`config.mk`:
```
export PLATFORM = sky130hd
export DESIGN_NAME = scg_ctrl
export DESIGN_NICKNAME = d
export VERILOG_FILES = /design/src/rtl/scg_pkg.sv /design/src/rtl/scg_unit_gate.sv /design/src/rtl/scg_ctrl.sv
export SDC_FILE = /design/constraint.sdc
export NUM_CORES = 1
export LEC_CHECK = 0
export ABC_AREA = 1
export BUFFER_PORTS_ARGS = -buffer_cell sky130_fd_sc_hd__buf_4
export CAP_MARGIN = 20
export CORE_MARGIN = 2
export CORE_UTILIZATION = 38
export DETAILED_ROUTE_END_ITERATION = 6
export GPL_TIMING_DRIVEN = 0
export PLACE_DENSITY = 0.77
export SETUP_SLACK_MARGIN = 0.5
export SYNTH_ARGS = -nofsm -noshare
export SYNTH_HDL_FRONTEND = slang
export SYNTH_SLANG_ARGS = --single-unit
```
`constraint.sdc`:
```
create_clock -name clk_sys_i -period 1.1 [get_ports clk_sys_i]
set_input_delay 0.055 -clock clk_sys_i [delete_from_list [all_inputs] [get_ports clk_sys_i]]
set_output_delay 0.055 -clock clk_sys_i [all_outputs]
set_load 0.02 [all_outputs]
```
`src/rtl/scg_pkg.sv`:
```
// constants and types for the sleep-mode clock gating control block
// assumes one system clock and one synchronous active-low reset
//
// Summary of operation
// RL1 - 32-bit gating register at 0x114, resets zero
// RL2 - set bit clocks unit, clear bit disables
// RL3 - access to unclocked unit answers bus fault
// RL4 - all gating bits start zero; software enables
// RL5 - sleep values apply only with auto-gate select
// RL6 - bits 25/24 gate comparators 1/0
// RL7 - bits 19..16 gate counters 3..0
// RL8 - bits 14/12 gate i2c units 1/0
// RL9 - bits 5/4 gate sync serial 1/0
// RL10 - bits 1/0 gate async serial 1/0
// RL11 - reserved bits read zero, ignore writes
// RL12 - gating bits hold last written value
package scg_pkg;
    localparam int SCG_ADDR_W = 12;
    localparam int SCG_DATA_W = 32;
    localparam int SCG_UNITS = 12;
    localparam logic [SCG_ADDR_W-1:0] SCG_OFS_SLEEP_GATE = 12'h114;
    localparam logic [SCG_DATA_W-1:0] SCG_RST_SLEEP_GATE = 32'h0000_0000;
    localparam logic [SCG_DATA_W-1:0] SCG_RW_MASK = 32'h030f_5033;
    localparam logic [1:0] SCG_RESP_OKAY = 2'h0;
    localparam logic [1:0] SCG_RESP_SLVERR = 2'h2;
    // bit position of each unit in the gating register
    localparam int SCG_BIT_ASYNC0 = 0;
    localparam int SCG_BIT_ASYNC1 = 1;
    localparam int SCG_BIT_SYNC0 = 4;
    localparam int SCG_BIT_SYNC1 = 5;
    localparam int SCG_BIT_I2C_UNIT0_GATE = 12;
    localparam int SCG_BIT_I2C_UNIT1_GATE = 14;
    localparam int SCG_BIT_CNT0 = 16;
    localparam int SCG_BIT_CNT1 = 17;
    localparam int SCG_BIT_CNT2 = 18;
    localparam int SCG_BIT_CNT3 = 19;
    localparam int SCG_BIT_CMP0 = 24;
    localparam int SCG_BIT_CMP1 = 25;
    // unit index order: async0, async1, sync0, sync1, i2c_unit0_gate, i2c_unit1_gate,
    // counter0..3, comparator0, comparator1
    localparam int SCG_UNIT_POS [SCG_UNITS] = '{SCG_BIT_ASYNC0, SCG_BIT_ASYNC1,
        SCG_BIT_SYNC0, SCG_BIT_SYNC1, SCG_BIT_I2C_UNIT0_GATE, SCG_BIT_I2C_UNIT1_GATE, SCG_BIT_CNT0,
        SCG_BIT_CNT1, SCG_BIT_CNT2, SCG_BIT_CNT3, SCG_BIT_CMP0, SCG_BIT_CMP1};

    // per-unit view handed to the peripheral side
    typedef struct packed {
        logic clk_en;
        logic grant;
        logic fault;
    } scg_unit_s;

    // which gating register drives the units
    typedef enum logic [1:0] {
        SCG_SRC_RUN,
        SCG_SRC_SLEEP,
        SCG_SRC_DEEP
    } scg_src_e;
endpackage

```
`src/rtl/scg_unit_gate.sv`:
```
// one peripheral unit: registered clock enable and access screening
// assumes access_i is a one-cycle strobe from the bus decoder, same clock
`timescale 1ns/1ps
module scg_unit_gate (
    input wire logic clk_sys_i,
    input wire logic resetn_i,
    input wire logic enable_i,
    input wire logic access_i,
    output scg_pkg::scg_unit_s unit_o
);
    import scg_pkg::*;

    scg_unit_s unit;
    scg_unit_s next_unit;

    // the fault decision uses the enable the unit actually runs on,
    // so an access in the cycle of a change sees the old clock state
    always_comb begin
        next_unit.clk_en = enable_i; // [RL2]
        next_unit.grant = access_i & unit.clk_en; // [RL2]
        next_unit.fault = access_i & ~unit.clk_en; // [RL3]
    end

    always_ff @(posedge clk_sys_i) begin
        if (!resetn_i) begin
            unit <= '0; // [RL4]
        end else begin
            unit <= next_unit;
        end
    end

    assign unit_o = unit;
endmodule

```
`src/rtl/scg_ctrl.sv`:
```
// sleep-mode clock gating register with axi4-lite slave and unit gates
// assumes mode inputs and access strobes come from logic on clk_sys_i
`timescale 1ns/1ps
module scg_ctrl (
    input wire logic clk_sys_i,
    input wire logic resetn_i,
    // axi4-lite slave
    input wire logic [scg_pkg::SCG_ADDR_W-1:0] s_axi_awaddr_i,
    input wire logic s_axi_awvalid_i,
    output logic s_axi_awready_o,
    input wire logic [scg_pkg::SCG_DATA_W-1:0] s_axi_wdata_i,
    input wire logic [3:0] s_axi_wstrb_i,
    input wire logic s_axi_wvalid_i,
    output logic s_axi_wready_o,
    output logic [1:0] s_axi_bresp_o,
    output logic s_axi_bvalid_o,
    input wire logic s_axi_bready_i,
    input wire logic [scg_pkg::SCG_ADDR_W-1:0] s_axi_araddr_i,
    input wire logic s_axi_arvalid_i,
    output logic s_axi_arready_o,
    output logic [scg_pkg::SCG_DATA_W-1:0] s_axi_rdata_o,
    output logic [1:0] s_axi_rresp_o,
    output logic s_axi_rvalid_o,
    input wire logic s_axi_rready_i,
    // system mode and the sibling gating registers
    input wire logic sleep_mode_i,
    input wire logic deep_sleep_mode_i,
    input wire logic auto_clock_gate_select_i,
    input wire logic [scg_pkg::SCG_DATA_W-1:0] run_clock_gate_ctrl_one_i,
    input wire logic [scg_pkg::SCG_DATA_W-1:0] deepsleep_clock_gate_ctrl_one_i,
    // peripheral side
    input wire logic [scg_pkg::SCG_UNITS-1:0] unit_access_i,
    output scg_pkg::scg_unit_s [scg_pkg::SCG_UNITS-1:0] units_o,
    output logic [scg_pkg::SCG_DATA_W-1:0] sleep_clock_gate_ctrl_one_o,
    output scg_pkg::scg_src_e gate_source_o
);
    import scg_pkg::*;

    // write channel state
    logic aw_held;
    logic [SCG_ADDR_W-1:0] aw_addr;
    logic w_held;
    logic [SCG_DATA_W-1:0] w_data;
    logic [3:0] w_strb;
    logic bvalid;
    logic [1:0] bresp;
    logic next_aw_held;
    logic [SCG_ADDR_W-1:0] next_aw_addr;
    logic next_w_held;
    logic [SCG_DATA_W-1:0] next_w_data;
    logic [3:0] next_w_strb;
    logic next_bvalid;
    logic [1:0] next_bresp;
    // read channel state
    logic rvalid;
    logic [SCG_DATA_W-1:0] rdata;
    logic [1:0] rresp;
    logic next_rvalid;
    logic [SCG_DATA_W-1:0] next_rdata;
    logic [1:0] next_rresp;
    // the gating register itself
    logic [SCG_DATA_W-1:0] sleep_clock_gate_ctrl_one;
    logic [SCG_DATA_W-1:0] next_sleep_clock_gate_ctrl_one;

    logic aw_fire;
    logic w_fire;
    logic ar_fire;
    logic commit;
    logic wr_hit;
    logic rd_hit;
    logic [SCG_DATA_W-1:0] be_mask;
    scg_src_e src;
    logic [SCG_DATA_W-1:0] sel_gate;
    logic [SCG_UNITS-1:0] unit_en;
    logic [SCG_UNITS-1:0] unit_clk_en;
    logic [SCG_UNITS-1:0] unit_grant;
    logic [SCG_UNITS-1:0] unit_fault;
    logic [SCG_UNITS-1:0] sleep_vec;
    logic [SCG_UNITS-1:0] run_vec;

    // handshakes; a new address may be taken while a response waits
    assign aw_fire = s_axi_awvalid_i & s_axi_awready_o;
    assign w_fire = s_axi_wvalid_i & s_axi_wready_o;
    assign ar_fire = s_axi_arvalid_i & s_axi_arready_o;
    assign commit = aw_held & w_held & ~bvalid;
    // decode ignores the two byte-offset bits
    assign wr_hit = aw_addr[SCG_ADDR_W-1:2] == SCG_OFS_SLEEP_GATE[SCG_ADDR_W-1:2]; // [RL1]
    assign rd_hit = s_axi_araddr_i[SCG_ADDR_W-1:2]
        == SCG_OFS_SLEEP_GATE[SCG_ADDR_W-1:2]; // [RL1]

    // byte lanes from the write strobes
    always_comb begin
        be_mask = '0;
        for (int b = 0; b < 4; b++) begin
            be_mask[b*8 +: 8] = {8{w_strb[b]}};
        end
    end

    // write path: address and data taken in either order, then one response
    always_comb begin
        next_aw_held = aw_held;
        next_aw_addr = aw_addr;
        next_w_held = w_held;
        next_w_data = w_data;
        next_w_strb = w_strb;
        next_bvalid = bvalid;
        next_bresp = bresp;
        next_sleep_clock_gate_ctrl_one = sleep_clock_gate_ctrl_one;
        if (bvalid && s_axi_bready_i) begin
            next_bvalid = 1'b0;
        end
        if (commit) begin
            next_aw_held = 1'b0;
            next_w_held = 1'b0;
            next_bvalid = 1'b1;
            next_bresp = wr_hit ? SCG_RESP_OKAY : SCG_RESP_SLVERR;
            if (wr_hit) begin
                // reserved bits are masked so they never leave zero
                next_sleep_clock_gate_ctrl_one = (sleep_clock_gate_ctrl_one
                    & ~(be_mask & SCG_RW_MASK))
                    | (w_data & be_mask & SCG_RW_MASK); // [RL11] [RL12]
            end
        end
        if (aw_fire) begin
            next_aw_held = 1'b1;
            next_aw_addr = s_axi_awaddr_i;
        end
        if (w_fire) begin
            next_w_held = 1'b1;
            next_w_data = s_axi_wdata_i;
            next_w_strb = s_axi_wstrb_i;
        end
    end

    always_ff @(posedge clk_sys_i) begin
        if (!resetn_i) begin
            aw_held <= 1'b0;
            aw_addr <= '0;
            w_held <= 1'b0;
            w_data <= '0;
            w_strb <= '0;
            bvalid <= 1'b0;
            bresp <= SCG_RESP_OKAY;
            sleep_clock_gate_ctrl_one <= SCG_RST_SLEEP_GATE; // [RL1] [RL4]
        end else begin
            aw_held <= next_aw_held;
            aw_addr <= next_aw_addr;
            w_held <= next_w_held;
            w_data <= next_w_data;
            w_strb <= next_w_strb;
            bvalid <= next_bvalid;
            bresp <= next_bresp;
            sleep_clock_gate_ctrl_one <= next_sleep_clock_gate_ctrl_one;
        end
    end

    // read path: one read in flight, answered the cycle after it is taken
    always_comb begin
        next_rvalid = rvalid;
        next_rdata = rdata;
        next_rresp = rresp;
        if (rvalid && s_axi_rready_i) begin
            next_rvalid = 1'b0;
        end
        if (ar_fire) begin
            next_rvalid = 1'b1;
            next_rdata = rd_hit ? (sleep_clock_gate_ctrl_one & SCG_RW_MASK) : '0; // [RL11]
            next_rresp = rd_hit ? SCG_RESP_OKAY : SCG_RESP_SLVERR;
        end
    end

    always_ff @(posedge clk_sys_i) begin
        if (!resetn_i) begin
            rvalid <= 1'b0;
            rdata <= '0;
            rresp <= SCG_RESP_OKAY;
        end else begin
            rvalid <= next_rvalid;
            rdata <= next_rdata;
            rresp <= next_rresp;
        end
    end

    // source of the unit enables; without auto gating the run values rule
    always_comb begin
        src = SCG_SRC_RUN;
        if (auto_clock_gate_select_i && deep_sleep_mode_i) begin
            src = SCG_SRC_DEEP;
        end else if (auto_clock_gate_select_i && sleep_mode_i) begin
            src = SCG_SRC_SLEEP; // [RL5]
        end
        unique case (src)
            SCG_SRC_RUN: sel_gate = run_clock_gate_ctrl_one_i;
            SCG_SRC_SLEEP: sel_gate = sleep_clock_gate_ctrl_one;
            SCG_SRC_DEEP: sel_gate = deepsleep_clock_gate_ctrl_one_i;
            default: sel_gate = run_clock_gate_ctrl_one_i;
        endcase
    end

    // one gate per unit, picked from its bit position
    for (genvar u = 0; u < SCG_UNITS; u++) begin : g_unit
        assign unit_en[u] = sel_gate[SCG_UNIT_POS[u]]; // [RL6] [RL7] [RL8] [RL9] [RL10]
        assign sleep_vec[u] = sleep_clock_gate_ctrl_one[SCG_UNIT_POS[u]];
        assign run_vec[u] = run_clock_gate_ctrl_one_i[SCG_UNIT_POS[u]];
        scg_unit_gate u_gate (
            .clk_sys_i(clk_sys_i),
            .resetn_i(resetn_i),
            .enable_i(unit_en[u]), // [RL2]
            .access_i(unit_access_i[u]), // [RL3]
            .unit_o(units_o[u])
        );
        assign unit_clk_en[u] = units_o[u].clk_en;
        assign unit_grant[u] = units_o[u].grant;
        assign unit_fault[u] = units_o[u].fault;
    end

    // outputs
    assign s_axi_awready_o = ~aw_held;
    assign s_axi_wready_o = ~w_held;
    assign s_axi_bvalid_o = bvalid;
    assign s_axi_bresp_o = bresp;
    assign s_axi_arready_o = ~rvalid;
    assign s_axi_rvalid_o = rvalid;
    assign s_axi_rdata_o = rdata;
    assign s_axi_rresp_o = rresp;
    assign sleep_clock_gate_ctrl_one_o = sleep_clock_gate_ctrl_one;
    assign gate_source_o = src;
endmodule

```
==> results.md, run 1 <==
- Setup Viol. Count Final: 38
- Root Buffer: clkbuf_8
- Peak supply drop: 0.6536 mV
- Largest net degree at the start of global routing: 18
- Die W: 104.0 um
- CTS hold repair buffers: 26
- Cell count after synthesis: 503
- Iteration-0 DRC Markers: 212
- Most frequent cell after synthesis: nand2_1
- Worst Setup End Kind: flop
- Wire length of the first global-routing pass: 20,600 um
- Status: finished with violations
- Die area: 10,830 um2
- Post-synthesis cell area: 3804 um2
- Slew headroom: 54.23%
- Cts bufs inserted: 9
- Sequential cell area: 1947 um2
- Power per cell area: 1088 nW/um2
- DP Area: 5424 um2
- Post-synth top area share: 48.42%
- Fin crit share: 118.4%
- Area of the multi-input gates: 1936 um2
- Worst slack, placed: -156.5 ps
- RSZ-0062 raised after global routing: yes
- Final Hold Vio Count: 17
- Logic pwr share: 22.9%
- Clock-pin transition on the worst setup and hold timing paths: 100 ps
- Setup TNS: -2474 ps
- Sw Share: 29.53%
- Clock insertion delay at the later pin of the skew report: 370 ps
- Total global-route track usage: 23.72%
- Crit path max-delay family: simple AND/OR/NAND/NOR gates
- Post-Route WL: 14,600 um
- CP arrival: 1570 ps
- CP Class: reg2reg
- Initial antenna violation count: 1
- Die H: 104.0 um
- Boundary Pins: 257
- Net switching power: 2.366 mW
- GP Congestion: 0.8669
- Hold slack: -66.70 ps
- DR pass1 iterations: 5
- Clock tree from TritonCTS: yes
- Crit path required time: 1370 ps
- Setup WS post-layout: -202.9 ps
- Clock Power Share: 32.0%
- Post-synthesis sequential area ratio: 48.42%
- Post-route insts no fill: 935
- Number of flops mapped to enable cells by yosys: 0
- Share of layout cells above drive strength 1: 60.55%
- Routed Antenna Nets: 0
- Max-capacitance violation count: 0
- Worst Skew: 12.86 ps
- Distinct cell type count after synthesis: 27
- Critical-path top delay cell: dfxtp_2
- Slew Limit Fails: 0
- Placed cells: 827
- Class of the worst hold path: in2reg
- CTS max path bufs: 2
- # rows: 36
- Synth area leaders: dfxtp_1 (48%), nand2_1 (10%), buf_4 (8.5%)
- CP Launch Point: aw_addr[4]$_SDFFE_PN0P_
- Floorplan core area: 9729 um2
- Total of warnings raised by yosys: 0
- Via Count: 4,326
- Total power: 8.013 mW
- Avg Inst Size Synth: 7.562 um2
- Peak Freq: 767.5 MHz
- Drt wl/cell: 15.61 um
- WP buf/inv: 3
- Startpoint types: flop
- I/O Buffers: 150
- Area Growth Syn to Fin: 93.72%
- Seq cells post-synth: 92
- Post-layout util: 75.73%
- Post-route DRC violation count: 0
- Primary FF master, synth: dfxtp_1
- Final min period: 1303 ps
- Vias in the first global route: 4,252
- Final instance area: 7368 um2
- CP peak stage delay: 330 ps
- Maximum net fanout on the critical path: 5
- Top cells by count, synth: nand2_1 (105), dfxtp_1 (92), nor2_1 (71)
- Violated checks: hold timing, setup timing
- Filler cell count in the final layout: 631
- Final net count: 942
- Initial core utilization: 39.09%
- Critical path cell sequence: inv_2 > nor2_2 > nand2_2 > nor2_4 > buf_6 > buf_6 > nand4_1 > nand2_1 > nor2_2
- Int Pwr: 5.647 mW
- Async SR Flop Fraction: 0%
- FF-to-FF Start: aw_addr[4]$_SDFFE_PN0P_
- Post-DP HPWL: 8378 um
- Slew at the pin with the worst max-slew slack: 686.6 ps
- GRT overflow: 0
- Hold Crit Start: s_axi_bready_i
- H-Tree Depth: 3
- CTS sink cnt: 92
- Via density per instance: 4.627
- Largest area contributor in the netlist: dfxtp_1
- Static leakage: 3.473 nW
- Seq pwr share: 45.1%
-- cells in the final DEF (no fill, tap or decap), types with 8 or more instances in the layout --
master / synthesis / routed
a21oi_2: 0 / 22
buf_4: 43 / 145
buf_6: 2 / 117
clkbuf_8: 0 / 9
conb_1: 1 / 42
dfxtp_1: 92 / 24
dfxtp_2: 0 / 60
dfxtp_4: 0 / 8
dlygate4sd3_1: 0 / 26
inv_1: 62 / 42
inv_4: 0 / 15
nand2_1: 105 / 88
nand2_2: 0 / 9
nand3_2: 3 / 11
nand4_1: 12 / 12
nor2_1: 71 / 37
nor2_2: 2 / 16
nor2_4: 2 / 22
o211ai_1: 13 / 13
o21ai_0: 27 / 13
o21ai_2: 0 / 11
-- layer usage --
| metal | routed length [um] | vias to the layer above | share of wire, % | global-route usage (%) |
|---|---|---|---|---|
| met1 | 5491 | 2004 | 38 | 25.69 |
| li1 | - | 2079 | - | - |
| met3 | 1020 | 37 | 7.0 | 5.639 |
| met4 | 434 | 0 | 3.0 | 10.91 |
| met2 | 7649 | 206 | 52 | 43.47 |
| met5 | 0 | - | 0 | 0 |
-- cell type report --
class,count,share of cell area [%]
Inverter,64,3.787
Tap cell,133,2.258
Timing Repair Buffer,240,31.60
Timing Repair inverter,1,0.1019
Buffer,62,6.504
Clock buffer,10,2.021
Clock inverter,6,1.002
Multi-Input combinational cell,326,26.27
Sequential cell,92,26.42
Antenna cell,1,0.03396
-- kinds of logic (layout without fill, tap and decap cells) --
family	after synthesis	in the layout	share of synthesized area, %
AND/OR/NAND/NOR	213	213	23.68
buffers and inverters	126	383	17.43
flip-flops	92	92	48.42
AO/OA/AOI/OAI	71	71	10.36
other	1	43	0.09859
-- power by group through the flow --
stage / sequential [mW] / clock [mW] / combinational [mW]
2_1_floorplan: 3.74 / 0 / 0.673
3_3_place_gp: 3.65 / 0 / 1.23
3_5_place_dp: 3.66 / 0 / 1.24
4_1_cts: 3.60 / 2.57 / 1.61
5_1_grt: 3.62 / 2.71 / 1.94
6_report: 3.61 / 2.57 / 1.83
-- worst paths after layout --
check | to | slack, ps | depth (start not counted)
worst min-delay path | s_axi_bvalid_o$_SDFFE_PN0P_ | -70 | 3
worst min register to register | g_unit[1].u_gate.unit_o[0]$_SDFF_PN0_ | 460 | 1
worst max register to register | flop | -200 | 9
worst max-delay path | flop | -200 | 9
-- worst reg2reg max path: cells and delay by family (launching register included) --
family	cells	cell delay, ps
simple gates	6	600
flops	1	330
buf+inv	3	280
-- what timing repair did --
action	in CTS	in global routing
endpoints found under the setup margin	137	160
pin swaps	32	36
hold endpoints to repair	63	17
gates cloned	4	0
gates resized for setup	216	92
setup buffers	41	20
Power figures use the tool's default switching activity.
==> inputs of run 2 (changes only) <==
CORE_UTILIZATION = 40   (was 38)
clock period = 1.44 ns   (was 1.1 ns; I/O delays follow)
==> results.md, run 2 (synthesis results as in run 1) <==
- Max-capacitance violation count: 0 (unchanged)
- GP Congestion: 0.8578 (-1.0%)
- CP Class: reg2reg
- Most common cell after layout, fill and taps aside: buf_4
- Post-Route WL: 12,020 um (-18%)
- Routed Antenna Nets: 0 (unchanged)
- Share of layout cells above drive strength 1: 44.66% (-16 points)
- Total power: 5.634 mW (-30%)
- Cts bufs inserted: 9 (unchanged)
- Slew at the pin with the worst max-slew slack: 601.9 ps (-84.68 ps)
- RSZ-0062 raised after global routing: yes
- Final net count: 909 (-3.5%)
- Sequential cell area: 1909 um2 (-1.9%)
- Drt wl/cell: 13.39 um (-14%)
- Peak Freq: 806.3 MHz (+5.1%)
- Die H: 101.5 um (-2.4%)
- CP peak stage delay: 370 ps (+40 ps)
- Via Count: 3,928 (-9.2%)
- CTS max path bufs: 2 (unchanged)
- Final min period: 1240 ps (-62.74 ps)
- Peak supply drop: 0.5927 mV (-9.3%)
- Antenna Cells: 0 (-1)
- DR pass1 iterations: 4 (-1)
- Most used cell along the critical path: nor2_4
- Initial core utilization: 41.16% (+2.1 points)
- Crit path max-delay family: simple AND/OR/NAND/NOR gates
- Post-layout util: 68.94% (-6.8 points)
- Clock-pin transition on the worst setup and hold timing paths: 100 ps (about the same)
- Worst Setup End Kind: flop
- Filler cell count in the final layout: 719 (+14%)
- Hold depth: 4 (+1)
- R2r worst-path depth: 6 (-3)
- Worst slack, placed: 193.7 ps (+350.2 ps)
- WP buf/inv: 1 (-2)
- Area of the multi-input gates: 1617 um2 (-16%)
- Maximum net fanout on the critical path: 5 (unchanged)
- Final instance area: 6370 um2 (-14%)
- Hold Crit Start: s_axi_araddr_i[3]
- Leading cell types in the layout, fill and taps excluded: buf_4 (175), nand2_1 (103), nor2_1 (65), inv_1 (56), dfxtp_1 (46)
- Total global-route track usage: 22.03% (-1.7 points)
- Violated checks: hold timing
- Largest net degree at the start of global routing: 18 (unchanged)
- Via density per instance: 4.379 (-5.4%)
- Final Hold Vio Count: 1 (-16)
- Worst Skew: 14.27 ps (+1.410 ps)
- Critical-path top delay cell: dfxtp_4
- Slew Limit Fails: 0 (unchanged)
- Class of the worst hold path: in2reg
- Static leakage: 3.110 nW (-10%)
- Setup TNS: 0 ps (+2474 ps)
- Vias in the first global route: 3,698 (-13%)
- Setup Viol. Count Final: 0 (-100%)
- Setup WS post-layout: 199.8 ps (+402.7 ps)
- Status: finished with violations
- Post-DP HPWL: 8032 um (-4.1%)
- Iteration-0 DRC Markers: 81 (-62%)
- Die area: 10,310 um2 (-4.8%)
- Die W: 101.5 um (-2.4%)
- Crit path required time: 1720 ps (+350 ps)
- Wire length of the first global-routing pass: 17,390 um (-16%)
- CTS sink cnt: 92 (unchanged)
- FF-to-FF Start: s_axi_rvalid_o$_SDFFE_PN0P_
- Worst R2R End: s_axi_rdata_o[1]$_SDFFE_PN0P_
- Area Growth Syn to Fin: 67.47%
- Power per cell area: 884.5 nW/um2 (-19%)
- Startpoint types: flop
- GRT overflow: 0 (unchanged)
- Initial antenna violation count: 0 (-1)
- Critical path cell sequence: nor2_4 > nand2_2 > nor2_4 > buf_6 > nand3_2 > a21oi_2
- DP Area: 5289 um2 (-2.5%)
- Clock tree from TritonCTS: yes
- Boundary Pins: 257 (unchanged)
- CP arrival: 1520 ps (-50 ps)
- Clock insertion delay at the later pin of the skew report: 360 ps (about the same)
- Post-route DRC violation count: 0 (unchanged)
- Flop2flop setup slack: 200 ps (+400 ps)
- # rows: 35 (-2.8%)
- Slew headroom: 59.87% (+5.6 points)
- H-Tree Depth: 3 (unchanged)
- Floorplan core area: 9240 um2 (-5.0%)
- Fin crit share: 86.12% (-32 points)
- Root Buffer: clkbuf_8
- I/O Buffers: 150 (unchanged)
- Hold slack: -10.34 ps (+56.36 ps)
- Hold Path End: s_axi_rdata_o[0]$_SDFFE_PN0P_
## run 2: cell types whose count changed in the layout (fill, tap and decap cells not counted), moves of 11 or more
cell,previous run,this run
dfxtp_1,24,46
inv_4,15,3
nor2_4,22,6
buf_4,145,175
inv_1,42,56
nor2_2,16,5
nand2_1,88,103
buf_6,117,45
dfxtp_2,60,42
nor2_1,37,65
## run 2: metrics by stage
stage	hold slack (ps)	cells
finish	-10.34	897
global route	-17.77	897
CTS	-33.69	890
detailed placement	297.2	823
global placement	293.0	823
floorplan	185.8	544
## run 2: worst max path at each step
stage,startpoint,end,slack [ps],depth (start not counted)
3_5_place_dp,aw_addr[9]$_SDFFE_PN0P_,flop,190,6
2_1_floorplan,aw_addr[9]$_SDFFE_PN0P_,flop,330,6
6_report,s_axi_rvalid_o$_SDFFE_PN0P_,s_axi_rdata_o[1]$_SDFFE_PN0P_,200,6
4_1_cts,aw_addr[10]$_SDFFE_PN0P_,flop,210,6
5_1_grt,aw_addr[4]$_SDFFE_PN0P_,flop,120,8
3_3_place_gp,aw_addr[9]$_SDFFE_PN0P_,flop,230,6
## run 2: timing repair
| action | 4_1_cts | 5_1_grt |
|---|---|---|
| gates resized for setup | 60 | 82 |
| endpoints found under the setup margin | 84 | 93 |
| hold buffers | 34 | 1 |
| buffers inserted | 14 | 5 |
| endpoints found under the hold margin | 48 | 2 |
| pin swaps | 10 | 16 |
| gates cloned | 3 | 1 |
## run 2: final cells by class
type	instances	area share [%]
flip-flops and latches	92	29.97
repair buffers	207	28.07
multi-input cells	327	25.38
plain buffers	62	7.012
inverters	64	3.889
well taps	129	2.534
clock buffers	10	2.004
clock inverters	6	1.139
## run 2: power by group
| group | total, mW | switching (mW) | internal (mW) |
|---|---|---|---|
| Sequential | 2.74 | 0.0737 | 2.67 |
| Combinational | 1.11 | 0.567 | 0.540 |
| Clock | 1.78 | 0.961 | 0.823 |
| Total | 5.63 | 1.60 | 4.03 |
## run 2: worst min-delay path: cells and delay by family
kind	cells	cell delay (ps)
buffers and inverters	1	80
AND/OR/NAND/NOR	2	130
AO/OA/AOI/OAI	1	40
## run 2: metal layers
layer	share of wire, %	GRT usage [%]	up-vias	wire length [um]
li1	-	-	2002	-
met1	40	24.87	1758	4799
met2	52	41.45	162	6270
met3	7.2	4.762	6	871
met4	0.62	6.029	0	74
met5	0	0	-	0
==> inputs of run 3 (changes only) <==
SYNTH_HIERARCHICAL = 1   (was unset)
==> results.md, run 3 <==
- Drt wl/cell: 13.36 um (-0.22%)
- Slew Limit Fails: 0 (unchanged)
- Flop2flop setup slack: 280 ps (+80 ps)
- Violated checks: hold timing
- Fin crit share: 80.46% (-5.7 points)
- Most frequent cell after synthesis: nand2_1
- Clock Power Share: 31.7% (about the same)
- Avg Inst Size Synth: 7.362 um2 (-2.6%)
- Sw Share: 27.51% (-0.92 points)
- GRT overflow: 0 (unchanged)
- Worst Setup End Kind: flop
- DR pass1 iterations: 6 (+2)
- Wire length of the first global-routing pass: 17,640 um (+1.4%)
- Max-capacitance violation count: 0 (unchanged)
- Total power: 5.890 mW (+4.5%)
- Worst Skew: 17.25 ps (+2.983 ps)
- Area Growth Syn to Fin: 72.98%
- Synth area leaders: dfxtp_1 (48%), nand2_1 (9.2%), nor2_1 (8.7%)
- Post-synth top area share: 47.75% (-0.68 points)
- Total global-route track usage: 21.80% (-0.23 points)
- Final min period: 1159 ps (-81.60 ps)
- Initial core utilization: 41.55% (+0.39 points)
- Hold Crit Start: s_axi_wdata_i[25]
- CTS sink cnt: 92 (unchanged)
- Post-route DRC violation count: 0 (unchanged)
- Leading cell types in the layout, fill and taps excluded: buf_4 (188), nand2_1 (90), inv_1 (72), nor2_1 (57), dfxtp_1 (56)
- Seq cells post-synth: 92 (unchanged)
- Int Pwr: 4.270 mW (+5.9%)
- Iteration-0 DRC Markers: 167 (+110%)
- Share of layout cells above drive strength 1: 45.53% (+0.87 points)
- Slew at the pin with the worst max-slew slack: 517.5 ps (-84.39 ps)
- Via density per instance: 4.411 (+0.74%)
- CP arrival: 1440 ps (-80 ps)
- Die W: 102.2 um (+0.67%)
- Distinct cell type count after synthesis: 21 (-22%)
- Hold depth: 3 (-1)
- Via Count: 4,076 (+3.8%)
- Final net count: 936 (+3.0%)
- Logic pwr share: 21.6% (+1.9 points)
- Post-Route WL: 12,350 um (+2.8%)
- Hold slack: -10.32 ps (+0.02630 ps)
- Initial antenna violation count: 0 (unchanged)
- Total of warnings raised by yosys: 6 (+6)
- I/O Buffers: 150 (unchanged)
- Startpoint types: flop
- GP Congestion: 0.8019 (-6.5%)
- Cell count after synthesis: 524 (+4.2%)
- Root Buffer: clkbuf_8
- Boundary Pins: 257 (unchanged)
- RSZ-0062 raised after global routing: yes
- Post-synthesis cell area: 3857 um2 (+1.4%)
- Most common cell after layout, fill and taps aside: buf_4
- Post-DP HPWL: 8479 um (+5.6%)
- Class of the worst hold path: in2reg
- Status: finished with violations
- Vias in the first global route: 3,813 (+3.1%)
- Setup WS post-layout: 281.4 ps (+81.60 ps)
- Net switching power: 1.620 mW (+1.2%)
- Hold Path End: w_data[25]$_SDFFE_PN0P_
- Power per cell area: 882.7 nW/um2 (-0.20%)
- Seq pwr share: 46.7% (-2.0 points)
- Setup Viol. Count Final: 0 (unchanged)
- H-Tree Depth: 3 (unchanged)
- Number of flops mapped to enable cells by yosys: 0 (unchanged)
- Clock tree from TritonCTS: yes
- Crit path required time: 1720 ps (about the same)
- Peak supply drop: 0.5532 mV (-6.7%)
- Floorplan core area: 9284 um2 (+0.47%)
- Routed Antenna Nets: 0 (unchanged)
- Sequential cell area: 1897 um2 (-0.66%)
- # rows: 35 (unchanged)
- CP Class: reg2reg
- Die area: 10,440 um2 (+1.4%)
- Peak Freq: 863.1 MHz (+7.0%)
- Antenna Cells: 0 (unchanged)
- FF-to-FF Start: aw_addr[6]$_SDFFE_PN0P_
- Largest net degree at the start of global routing: 30 (+12)
- Top cells by count, synth: nand2_1 (95), dfxtp_1 (92), nor2_1 (89)
- Die H: 102.2 um (+0.67%)
- Maximum net fanout on the critical path: 5 (unchanged)
- Clock insertion delay at the later pin of the skew report: 350 ps (about the same)
- Setup TNS: 0 ps (unchanged)
- Worst slack, placed: 218.1 ps (+24.39 ps)
- Clock-pin transition on the worst setup and hold timing paths: 80 ps (-20 ps)
- Largest area contributor in the netlist: dfxtp_1
- Cts bufs inserted: 9 (unchanged)
- Primary FF master, synth: dfxtp_1
- Post-synthesis sequential area ratio: 47.75% (-0.68 points)
- Async SR Flop Fraction: 0% (unchanged)
- Slew headroom: 65.50% (+5.6 points)
- R2r worst-path depth: 7 (+1)
- Static leakage: 3.240 nW (+4.2%)
- Filler cell count in the final layout: 703 (-2.2%)
- CTS max path bufs: 2 (unchanged)
- Area of the multi-input gates: 1795 um2 (+11%)
- Final Hold Vio Count: 1 (unchanged)
[run 3: cell count changes in the layout (fill, tap and decap cells not counted), moves of 8 or more]
cell	previous run	this run
nand4_1	12	24
buf_6	45	36
dfxtp_2	42	32
nand2_1	103	90
buf_4	175	188
o21ai_2	3	12
inv_1	56	72
dfxtp_1	46	56
nand3_2	13	4
nor2_4	6	25
nor2_1	65	57
[run 3: layout make-up]
type | instances | area share (%)
clock buffers | 11 | 1.969
well taps | 129 | 2.419
repair buffers | 214 | 27.28
clock inverters | 5 | 1.163
inverters | 81 | 4.819
plain buffers | 60 | 7.013
multi-input cells | 332 | 26.91
flip-flops and latches | 92 | 28.43
[run 3: worst max-delay path: stages (launching register included)]
cell and delay, ps:
dfxtp_2 330, nor2_2 140, inv_1 90, nor2_4 190, nand3_2 130, nand2_1 90, inv_1 40, nor2_1 100
[run 3: how the worst max path moves through the flow]
stage / startpoint / endpoint / slack [ps]
5_1_grt: aw_addr[4]$_SDFFE_PN0P_ / flop / 190
2_1_floorplan: aw_addr[9]$_SDFFE_PN0P_ / flop / 390
4_1_cts: aw_addr[5]$_SDFFE_PN0P_ / flop / 280
6_report: aw_addr[6]$_SDFFE_PN0P_ / flop / 280
3_3_place_gp: auto_clock_gate_select_i / g_unit[2].u_gate/unit_o[2]$_SDFF_PN0_ / 240
3_5_place_dp: auto_clock_gate_select_i / g_unit[2].u_gate/unit_o[2]$_SDFF_PN0_ / 220
[run 3: stage by stage]
step	hold WS (ps)	area, um2	instances	util, %
after global placement	294.4	5414	844	58.32
after detailed placement	299.6	5414	844	58.32
after CTS	0.7284	6257	912	67.40
after floorplan	169.6	4126	565	-
after global routing	5.346	6673	924	71.87
final	-10.32	6673	924	71.87
[run 3: repair_timing]
item | CTS | global route
pin swaps | 7 | 23
cloned | 4 | 1
hold buffers | 34 | 2
resized for setup | 72 | 110
endpoints found under the hold margin | 44 | 2
endpoints found under the setup margin | 62 | 86
buffers inserted | 14 | 9
[run 3: power groups by stage]
stage	clock network (mW)	logic, mW	registers [mW]
after floorplan	0	0.504	2.85
after global placement	0	0.934	2.79
after detailed placement	0	0.945	2.80
after CTS	1.90	1.12	2.74
after global routing	2.00	1.37	2.76
final	1.87	1.27	2.75
[run 3: logic make-up after synthesis]
family | synth area share (%)
AOI/OAI and AO/OA | 9.860
buffers and inverters | 18.26
DFF | 47.75
other | 0.09721
and+or+nand+nor | 24.04
[run 3: per-layer routing]
metal / routed length, um / vias to the layer above / GRT usage [%]
met5: 0 / - / 0
met4: 174 / 0 / 4.615
met3: 979 / 15 / 5.814
met2: 6188 / 153 / 40.59
met1: 5006 / 1834 / 24.99
li1: - / 2074 / -
